### src/pkg/pssf_map.svh
// Register indices, field positions, reset values and timing figures of the drain-fault supervisor.
`ifndef PSSF_MAP_SVH
`define PSSF_MAP_SVH
`define PSSF_IDX_LIVE      8'h03
`define PSSF_IDX_LATCHED   8'h04
`define PSSF_IDX_CTRL_A    8'h0A
`define PSSF_IDX_LIMIT_CFG 8'h0D
`define PSSF_IDX_TIMER_CFG 8'h0E
`define PSSF_IDX_IRQ_STAT  8'h10
`define PSSF_IDX_IRQ_MASK  8'h11
`define PSSF_IDX_ADC_CODE  8'h12
`define PSSF_IDX_ADC_UV    8'h13
`define PSSF_BIT_DRAIN     0
`define PSSF_BIT_LATCH_EV  1
`define PSSF_RST_BYTE      8'h00
`define PSSF_CLK_KHZ       50000
`define PSSF_MIN_DELAY_MS  256
`define PSSF_ADC_FS_UV     32768
`define PSSF_ADC_BITS      12
`define PSSF_RESP_OKAY     2'b00
`define PSSF_RESP_SLVERR   2'b10
`endif

### src/pkg/pssf_pkg.sv
// Types shared by the drain-fault supervisor.
package pssf_pkg;
    typedef struct packed {
        logic [4:0] spare;
        logic       thermal_timer_sel;
        logic       post_start_foldback_off;
        logic       drain_fault_shutoff_en;
    } pssf_ctrl_t;
    typedef struct packed {
        logic [5:0] spare;
        logic [1:0] foldback_ratio_sel;
    } pssf_limit_t;
    typedef struct packed {
        logic [3:0] spare;
        logic [1:0] drain_threshold_sel;
        logic [1:0] drain_fault_delay_sel;
    } pssf_tcfg_t;
    typedef struct packed {
        logic        gate_enable;
        logic        tmr_pullup_en;
        logic        tmr_pulldown_en;
        logic [1:0]  drain_threshold_sel;
        logic [1:0]  foldback_ratio_sel;
        logic        post_start_foldback_off;
    } pssf_drive_t;
    typedef struct packed {
        logic        awready;
        logic        wready;
        logic        bvalid;
        logic [1:0]  bresp;
        logic        arready;
        logic        rvalid;
        logic [1:0]  rresp;
        logic [31:0] rdata;
        logic        aw_held;
        logic        w_held;
        logic [7:0]  aw_idx;
        logic [7:0]  w_byte;
        logic        w_lane;
        logic        aw_bad;
        pssf_ctrl_t  ctrl;
        pssf_limit_t limit;
        pssf_tcfg_t  tcfg;
        logic        live;
        logic        latched;
        logic        kill;
        logic        expired;
        logic [31:0] count;
        logic [1:0]  irq_stat;
        logic [1:0]  irq_mask;
        logic        irq;
        logic [15:0] adc_code;
        pssf_drive_t drive;
    } pssf_state_t;
endpackage

### src/verilog/pssf_top.sv
// Drain-fault supervisor of the pass transistor with its AXI4-Lite register file.
//
// Chosen here: the AXI4-Lite interface to the registers.
`timescale 1ns/1ns
`default_nettype none
`include "pssf_map.svh"

// Overview of operation
// - Drain above threshold sets live flag, starts timer.
// - Timer expiry sets the latched drain-fault bit.
// - Expiry removes gate only when shutoff enabled.
// - Drain above threshold enables timer pull-up.
// - Threshold select picks one of four levels.
// - Foldback select; code 11b gives 10 percent.
// - Ramp-rate startup keeps timer pull-up off.
// - Startup holds live flag, timer acts watchdog.
// - Shortest timer delay is 256 ms.
// - Converter full scale equals 32.768 mV.
// - Foldback-off bit disables foldback after startup.
// - Thermal-timer bit disables timer pull-down current.
// - Delay select; code 01b gives 512 ms.
module pssf_top #(
    parameter int unsigned MIN_DELAY_CYC = `PSSF_MIN_DELAY_MS * `PSSF_CLK_KHZ
) (
    input  wire logic                 aclk,
    input  wire logic                 aresetn,
    input  wire logic [31:0]          s_axi_awaddr,
    input  wire logic                 s_axi_awvalid,
    output logic                      s_axi_awready,
    input  wire logic [31:0]          s_axi_wdata,
    input  wire logic [3:0]           s_axi_wstrb,
    input  wire logic                 s_axi_wvalid,
    output logic                      s_axi_wready,
    output logic [1:0]                s_axi_bresp,
    output logic                      s_axi_bvalid,
    input  wire logic                 s_axi_bready,
    input  wire logic [31:0]          s_axi_araddr,
    input  wire logic                 s_axi_arvalid,
    output logic                      s_axi_arready,
    output logic [31:0]               s_axi_rdata,
    output logic [1:0]                s_axi_rresp,
    output logic                      s_axi_rvalid,
    input  wire logic                 s_axi_rready,
    input  wire logic                 drain_sense_input,
    input  wire logic                 startup_active,
    input  wire logic                 dvdt_mode,
    input  wire logic                 current_limit_active,
    input  wire logic                 gate_on_request,
    input  wire logic [15:0]          adc_sample,
    output logic                      gate_enable,
    output logic                      overcurrent_timer_node_pullup_en,
    output logic                      overcurrent_timer_node_pulldown_en,
    output logic [1:0]                drain_threshold_sel,
    output logic [1:0]                foldback_ratio_sel,
    output logic                      post_start_foldback_off,
    output logic                      irq
);
    // ******************************************************************
    // State and helpers
    // ******************************************************************
    pssf_pkg::pssf_state_t state;
    pssf_pkg::pssf_state_t next_state;

    localparam logic [31:0] MIN_CYC = 32'(MIN_DELAY_CYC);
    localparam int unsigned STEP_UV = `PSSF_ADC_FS_UV / (1 << `PSSF_ADC_BITS);
    localparam logic [15:0] ADC_STEP_UV = 16'(STEP_UV);

    function automatic logic [7:0] idx_of(input logic [31:0] addr);
        idx_of = addr[9:2];
    endfunction

    function automatic logic mapped(input logic [31:0] addr);
        logic [7:0] i;
        i = addr[9:2];
        mapped = (addr[31:10] == 22'h00_0000) && (addr[1:0] == 2'b00)
            && (i == `PSSF_IDX_LIVE || i == `PSSF_IDX_LATCHED
            || i == `PSSF_IDX_CTRL_A || i == `PSSF_IDX_LIMIT_CFG
            || i == `PSSF_IDX_TIMER_CFG || i == `PSSF_IDX_IRQ_STAT
            || i == `PSSF_IDX_IRQ_MASK || i == `PSSF_IDX_ADC_CODE
            || i == `PSSF_IDX_ADC_UV);
    endfunction

    logic        fault_cond;
    logic [31:0] delay_cyc;
    logic        expiry;
    logic        live_rise;
    logic        do_write;
    logic        wr_latched;
    logic        wr_irq_stat;
    logic [31:0] rd_word;
    logic [15:0] adc_uv;

    // ******************************************************************
    // Next-state logic
    // ******************************************************************
    always_comb begin
        next_state = state;

        // Startup counts as a drain fault so the timer guards the ramp.
        fault_cond = drain_sense_input | startup_active;
        // Each step of the delay code doubles the delay, from the shortest delay at code 0.
        delay_cyc = MIN_CYC << state.tcfg.drain_fault_delay_sel;
        expiry = 1'b0;
        live_rise = fault_cond & ~state.live;
        next_state.live = fault_cond;
        if (fault_cond) begin
            if (!state.expired) begin
                if (state.count >= delay_cyc - 32'h0000_0001) begin
                    expiry = 1'b1;
                    next_state.expired = 1'b1;
                end else begin
                    next_state.count = state.count + 32'h0000_0001;
                end
            end
        end else begin
            next_state.count = 32'h0000_0000;
            next_state.expired = 1'b0;
        end

        // ***** Register writes *****
        do_write = state.aw_held & state.w_held & ~state.bvalid;
        wr_latched = 1'b0;
        wr_irq_stat = 1'b0;
        if (s_axi_awvalid && state.awready) begin
            next_state.aw_held = 1'b1;
            next_state.aw_idx = idx_of(s_axi_awaddr);
            next_state.aw_bad = ~mapped(s_axi_awaddr);
        end
        if (s_axi_wvalid && state.wready) begin
            next_state.w_held = 1'b1;
            next_state.w_byte = s_axi_wdata[7:0];
            next_state.w_lane = s_axi_wstrb[0];
        end
        if (do_write) begin
            next_state.aw_held = 1'b0;
            next_state.w_held = 1'b0;
            next_state.bvalid = 1'b1;
            next_state.bresp = state.aw_bad ? `PSSF_RESP_SLVERR : `PSSF_RESP_OKAY;
            if (state.w_lane && !state.aw_bad) begin
                unique case (state.aw_idx)
                    `PSSF_IDX_LATCHED: wr_latched = 1'b1;
                    `PSSF_IDX_CTRL_A: next_state.ctrl = state.w_byte;
                    `PSSF_IDX_LIMIT_CFG: next_state.limit = state.w_byte;
                    `PSSF_IDX_TIMER_CFG: next_state.tcfg = state.w_byte;
                    `PSSF_IDX_IRQ_STAT: wr_irq_stat = 1'b1;
                    `PSSF_IDX_IRQ_MASK: next_state.irq_mask = state.w_byte[1:0];
                    default: ;
                endcase
            end
        end
        if (state.bvalid && s_axi_bready) begin
            next_state.bvalid = 1'b0;
        end
        next_state.awready = ~next_state.aw_held & ~next_state.bvalid;
        next_state.wready = ~next_state.w_held & ~next_state.bvalid;

        // ***** Latched fault and gate kill *****
        // Software may only clear the bit by writing a zero; a new expiry wins.
        if (wr_latched && !state.w_byte[`PSSF_BIT_DRAIN]) begin
            next_state.latched = 1'b0;
            next_state.kill = 1'b0;
        end
        if (expiry) begin
            next_state.latched = 1'b1;
            if (state.ctrl.drain_fault_shutoff_en) begin
                next_state.kill = 1'b1;
            end
        end

        // ***** Interrupt status, write one to clear, set wins *****
        if (wr_irq_stat) begin
            next_state.irq_stat = state.irq_stat & ~state.w_byte[1:0];
        end
        if (live_rise) begin
            next_state.irq_stat[`PSSF_BIT_DRAIN] = 1'b1;
        end
        if (expiry) begin
            next_state.irq_stat[`PSSF_BIT_LATCH_EV] = 1'b1;
        end
        next_state.irq = |(next_state.irq_stat & next_state.irq_mask);

        // ***** Converter readout *****
        next_state.adc_code = adc_sample;
        // One code step is full scale over 4096, read back in microvolts.
        adc_uv = 16'(state.adc_code[11:0] * ADC_STEP_UV);

        // ***** Register reads *****
        rd_word = 32'h0000_0000;
        unique case (idx_of(s_axi_araddr))
            `PSSF_IDX_LIVE: rd_word[`PSSF_BIT_DRAIN] = state.live;
            `PSSF_IDX_LATCHED: rd_word[`PSSF_BIT_DRAIN] = state.latched;
            `PSSF_IDX_CTRL_A: rd_word[7:0] = state.ctrl;
            `PSSF_IDX_LIMIT_CFG: rd_word[7:0] = state.limit;
            `PSSF_IDX_TIMER_CFG: rd_word[7:0] = state.tcfg;
            `PSSF_IDX_IRQ_STAT: rd_word[1:0] = state.irq_stat;
            `PSSF_IDX_IRQ_MASK: rd_word[1:0] = state.irq_mask;
            `PSSF_IDX_ADC_CODE: rd_word[15:0] = state.adc_code;
            `PSSF_IDX_ADC_UV: rd_word[15:0] = adc_uv;
            default: rd_word = 32'h0000_0000;
        endcase
        if (s_axi_arvalid && state.arready) begin
            next_state.rvalid = 1'b1;
            if (mapped(s_axi_araddr)) begin
                next_state.rdata = rd_word;
                next_state.rresp = `PSSF_RESP_OKAY;
            end else begin
                next_state.rdata = 32'h0000_0000;
                next_state.rresp = `PSSF_RESP_SLVERR;
            end
        end
        if (state.rvalid && s_axi_rready) begin
            next_state.rvalid = 1'b0;
        end
        next_state.arready = ~next_state.rvalid;

        // ***** Analog and gate drive *****
        // Kill overrides any turn-on request until the fault is cleared.
        next_state.drive.gate_enable = gate_on_request & ~next_state.kill;
        // A ramp-rate start must not integrate heat on the timer node.
        next_state.drive.tmr_pullup_en = (current_limit_active | drain_sense_input)
            & ~(dvdt_mode & startup_active);
        next_state.drive.tmr_pulldown_en = ~next_state.ctrl.thermal_timer_sel;
        next_state.drive.drain_threshold_sel = next_state.tcfg.drain_threshold_sel;
        next_state.drive.foldback_ratio_sel = next_state.limit.foldback_ratio_sel;
        // Startup foldback stays active whatever this bit says.
        next_state.drive.post_start_foldback_off =
            next_state.ctrl.post_start_foldback_off & ~startup_active;
    end

    // ******************************************************************
    // State register
    // ******************************************************************
    always_ff @(posedge aclk) begin
        if (!aresetn) begin
            state <= '0;
            state.drive.tmr_pulldown_en <= 1'b1;
        end else begin
            state <= next_state;
        end
    end

    // ******************************************************************
    // Outputs
    // ******************************************************************
    assign s_axi_awready = state.awready;
    assign s_axi_wready = state.wready;
    assign s_axi_bvalid = state.bvalid;
    assign s_axi_bresp = state.bresp;
    assign s_axi_arready = state.arready;
    assign s_axi_rvalid = state.rvalid;
    assign s_axi_rresp = state.rresp;
    assign s_axi_rdata = state.rdata;
    assign gate_enable = state.drive.gate_enable;
    assign overcurrent_timer_node_pullup_en = state.drive.tmr_pullup_en;
    assign overcurrent_timer_node_pulldown_en = state.drive.tmr_pulldown_en;
    assign drain_threshold_sel = state.drive.drain_threshold_sel;
    assign foldback_ratio_sel = state.drive.foldback_ratio_sel;
    assign post_start_foldback_off = state.drive.post_start_foldback_off;
    assign irq = state.irq;
endmodule
`default_nettype wire

### config.mk
export PLATFORM = sky130hd
export DESIGN_NAME = pssf_top
export DESIGN_NICKNAME = d
export VERILOG_FILES = /design/src/pkg/pssf_pkg.sv /design/src/verilog/pssf_top.sv
export VERILOG_INCLUDE_DIRS = /design/src /design/src/pkg
export SDC_FILE = /design/constraint.sdc
export NUM_CORES = 1
export LEC_CHECK = 0
export BUFFER_PORTS_ARGS = -buffer_cell sky130_fd_sc_hd__buf_2
export CORE_AREA = 2 2 129 131
export DETAILED_ROUTE_END_ITERATION = 7
export DIE_AREA = 0 0 131 133
export GPL_ROUTABILITY_DRIVEN = 0
export SYNTH_ARGS = -nofsm -noshare
export SYNTH_HDL_FRONTEND = slang
export SYNTH_SLANG_ARGS = --single-unit
### constraint.sdc
create_clock -name aclk -period 3.35 [get_ports aclk]
set_input_delay 0.5025 -clock aclk [delete_from_list [all_inputs] [get_ports aclk]]
set_output_delay 0.5025 -clock aclk [all_outputs]
set_load 0.05 [all_outputs]
### Word level (Yosys, flattened, before mapping)

Index checks and enable logic that the tools add are counted.

* $add $sub $neg: 2
* magnitude comparators: 1
* equality and inequality tests: 24
* shifts and indexed selects: 1
* multiplexer cells: 38
* bitwise gates (word level): 27
* reduce and logical (&&, ||, !) cells: 40

Operators by type and width (number)
* 8-bit by 5-bit == test with 1-bit output, second input constant: 10
* 8-bit by 4-bit == test with 1-bit output, second input constant: 9
* 22-bit zero test: 2
* 19-bit two-way mux: 2
* 35-bit two-way mux: 1
* 34-bit two-way mux: 1
* 33-bit two-way mux: 1
* 32-bit by 1-bit adder with 32-bit output, second input constant: 1
* 32-bit greater-or-equal comparator: 1
* 32-bit two-way mux: 1
* 24-bit by 2-bit left shift with 32-bit output, first input constant: 1
* 32-bit by 1-bit subtractor with 32-bit output, second input constant: 1
* 6-bit case mux with 5 select lines: 1
* 8-bit by 3-bit == test with 1-bit output, second input constant: 3
* 8-bit by 2-bit == test with 1-bit output, second input constant: 2
* 1-bit logical OR: 16
* 1-bit two-way mux: 16
* 2-bit two-way mux: 8
* 8-bit two-way mux: 2
* 8-bit case mux with 2 select lines: 1
* 1-bit NOT: 13
* 1-bit logical AND: 11
* 1-bit bitwise AND: 9
* 3-bit AND reduction: 3
* 11 further kinds: 17

* register bits after elaboration: 146
* logic and storage cells: 169

### Depth between registers and ports, before layout

* depth after elaboration: 14
* mapped depth: 13
* depth with buffers taken out: 11

### Least setup slack after synthesis

No wires, ideal clock.

* path type: register to register
* from: reg state[66] (netlist name)
* to: reg state[55] (netlist name)
* data arrival time: 2.527 ns
* slack: 0.752 ns
* stages on the path, launching flop included: 12
* buffers on the path: 1
* clock period less this slack: 2.598 ns
* path through: dfxtp_1 -> inv_1 -> ha_1 -> inv_1 -> ha_1 -> nand2_1 -> o21ai_0 -> a221oi_4 -> nand4b_4 -> buf_6 -> or4_1 -> a21oi_1

* cells in the longest elaborated chain, start to end: 5

RTL lines
* start: declaration: RTL line pssf_top.sv:61 `pssf_pkg::pssf_state_t state;`
* start signal: assignment: RTL line pssf_top.sv:238 `state <= next_state;`
* 24-bit by 2-bit left shift with 32-bit output: RTL line pssf_top.sv:102 `delay_cyc = MIN_CYC << state.tcfg.drain_fault_delay_sel;`
* 32-bit by 1-bit subtractor with 32-bit output: RTL line pssf_top.sv:108 `if (state.count >= delay_cyc - 32'h0000_0001) begin`
* 32-bit greater-or-equal comparator: RTL line pssf_top.sv:108
* 1-bit NOT (no line)
* 2-bit AND reduction (no line)

No other way between the ends.
A chain may end at the register's enable or synchronous reset.

### Worst setup path after layout

* from: reg state[66] (netlist name)
* to: reg state[44] (netlist name)

The elaborated chain is that of the path after synthesis.

==> results.yml <==
status:
  status: "finished clean"
floorplanning:
  die_w_um: 131
  num_rows: 47
  die_y_um: 133
  fp.coreArea_sq_um: 16200
  initial_utilization_pct: 39.2
  die-area_sq_um: 17400
  ios: 178
timing:
  fin_crit_ns: 2.77
  drv_slew: 0
  finalHoldViolations: 0
  slew_headroom_pct: 56.1
  rsz0062_at_grt: "no"
  min_period_over_period_pct: 82.7
  holdWs_ns: 0.293
  tightest_slew_ns: 0.659
  clock_skew_ns: 0.00751
  max_freq_mhz: 361
  fin_setup_tns_ns: 0
  setup_viol: 0
placed_design:
  dp_cells: 1048
  dp_hpwl_um: 11200
  io_buffers: 132
yosys:
  synth-seq-cells: 128
  synth_cell_types: 59
  syn_area_sq_um: 6340
  synthArstFlopShare_pct: 0
  synth_flop_cell: "dfxtp_1"
  synthCells: 735
  postSynthAreaPerCell_sq_um: 8.63
  synth_warnings: 0
  synth_edf_count: 0
  yosysSeqAreaShare_pct: 40.4
grt:
  grtUsageMet3_pct: 4.21
  grt_pass1_wl_um: 24300
  grtUsageMet2_pct: 26.1
  use_met1_pct: 25.1
  globalRouteOverflowTotal: 0
  busiest_layer: "met2"
  grt_max_degree: 49
  grtUsageTotal_pct: 17.7
  antenna_found_initial: 0
  grt_pass1_vias: 4905
clock_network:
  cts_tree: "done"
  htree_levels: 4
  post_cts_buffers: 0
  hold_buffers: 0
  cts_inserted_buffers: 17
  cts_buffer_depth: 2
  clock_sinks: 128
  clkTransAtPathRegs_ns: 0.06
  insertion_delay_ns: 0.41
  ctsResizeCount: 0
  cts-root-buf: "clkbuf_16"
critical_path:
  slowest_stage: "or4_1"
  crit_chain: "inv_1 > ha_1 > inv_1 > ha_1 > nand2_1 > o21ai_0 > a221oi_4 > nand4b_4 > buf_12 > or4_1 > a21oi_1"
  path_delay_family: "simple AND/OR/NAND/NOR gates"
  max_stage_delay_ns: 0.51
  startpoint_type: "register"
  critPathCaptureType: "register"
  r2r_setup_slack_ns: 0.58
  worstPathRequired_ns: 3.69
  critPathKind: "register to register"
  crit_buf_inv: 3
  arrival_ns: 3.11
  cp_max_fo: 48
power_and_ir_drop:
  power_frac_seq_pct: 42.4
  peakVddDrop_uv: 427
  total_power_uw: 3730
  netSwitchingPower_uw: 893
  swShare_pct: 23.9
  p_comb_share_pct: 7.2
  power_leakage_uw: 0.00316
  internal_power_uw: 2840
  p_clk_share_pct: 50.4
  powerDensity_nw_per_um2: 489
finish:
  mostFrequentLayoutCell: "buf_2"
  final_cells: 1079
  ff_latch_area_sq_um: 2560
  antenna_cells: 0
  final_cell_mix: "132 x buf_2, 128 x dfxtp_1, 83 x nand2_1"
  drive_gt1_share_pct: 21.8
  fin_nets: 1001
  fillers: 1585
  multi_input_area_sq_um: 3380
  syn_to_final_growth_pct: 20.3
drt:
  antenna_left: 0
  dr.first_iter.drc_count: 296
  via_count: 5513
  drc: 0
  via_per_inst: 5.11
  wire_per_inst_um: 14.1
  drtPass1Iterations: 4
  routed_wl_um: 15200
min_path:
  hp-class: "primary input to register"
job:
  maxCapViolations: 0
-- flip-flops by register name (all words and copies together) (netlist names) --
signal / count
state: 96
s_axi_rdata: 16
drain_threshold_sel: 2
foldback_ratio_sel: 2
gate_enable: 1
irq: 1
overcurrent_timer_node_pulldown_en: 1
overcurrent_timer_node_pullup_en: 1
post_start_foldback_off: 1
s_axi_arready: 1
s_axi_awready: 1
s_axi_bresp: 1
s_axi_bvalid: 1
s_axi_rresp: 1
s_axi_rvalid: 1
s_axi_wready: 1
-- final timing paths --
check / from / end / cells past startpoint
min: adc_sample[11] / state[19] / 2
min reg2reg: s_axi_rdata[0] / s_axi_rdata[0] / 2
max reg2reg: state[66] / state[44] / 11
max: state[66] / state[44] / 11
-- logic make-up after synthesis --
logic type,share of synthesized area (%)
XOR/XNOR,0.138
flip-flops,40.4
buffers and inverters,7.85
multiplexers,6.00
AO/OA/AOI/OAI,15.2
other,0.118
adder cells (fa/ha/maj),5.13
AND/OR/NAND/NOR,25.2
-- area by class of cell --
cell class                 instances  area share, %
timing repair buffer             142           9.81
inverter                          17          0.836
sequential                       128           33.6
tap                              220           3.61
multi-input combinational        541           44.3
clock inverter                    12           2.07
clock buffer                      19           5.81
-- cells in the mapped netlist, drive strengths merged, types with 3 or more instances --
cell,instances,area share [%]
dfxtp,128,40
nand2,83,4.9
nor2,65,3.8
a21oi,59,4.7
buf,50,5.6
mux2i,38,6.0
o21ai,32,2.5
ha,26,5.1
and2,23,2.3
clkbuf,21,1.2
nor4,20,2.3
or4,20,2.4
nand3,19,1.6
o31ai,19,2.2
inv,17,1.0
nand4,12,1.4
or3,12,1.2
a22oi,10,1.2
nor3,10,0.87
a221oi,9,1.5
a22o,7,0.97
and3,6,0.59
nand3b,6,0.71
nand2b,5,0.49
nor3b,4,0.47
a21o,3,0.36
nor2b,3,0.30
or2,3,0.30
or4b,3,0.47
-- per-layer routing --
| metal | vias up | wire length, um |
|---|---|---|
| met5 | - | 0 |
| met4 | 0 | 172 |
| met1 | 2533 | 7630 |
| li1 | 2825 | - |
| met2 | 143 | 6650 |
| met3 | 12 | 773 |
-- power by group through the flow --
stage / logic [uW] / clock network (uW) / registers [uW]
4_1_cts: 269 / 1920 / 1580
3_5_place_dp: 268 / 0 / 1620
2_1_floorplan: 165 / 0 / 1630
5_1_grt: 294 / 1990 / 1590
6_report: 268 / 1880 / 1580
3_3_place_gp: 266 / 0 / 1610
-- metrics by stage --
stage	cell area (sq um)	utilization, %	worst slack, ns
2_1_floorplan	6420	-	0.752
6_report	7630	47.2	0.580
5_1_grt	7630	47.2	0.376
4_1_cts	7630	47.2	0.585
3_3_place_gp	7030	43.5	0.611
3_5_place_dp	7030	43.5	0.591
(Power assumes the default switching activity.)
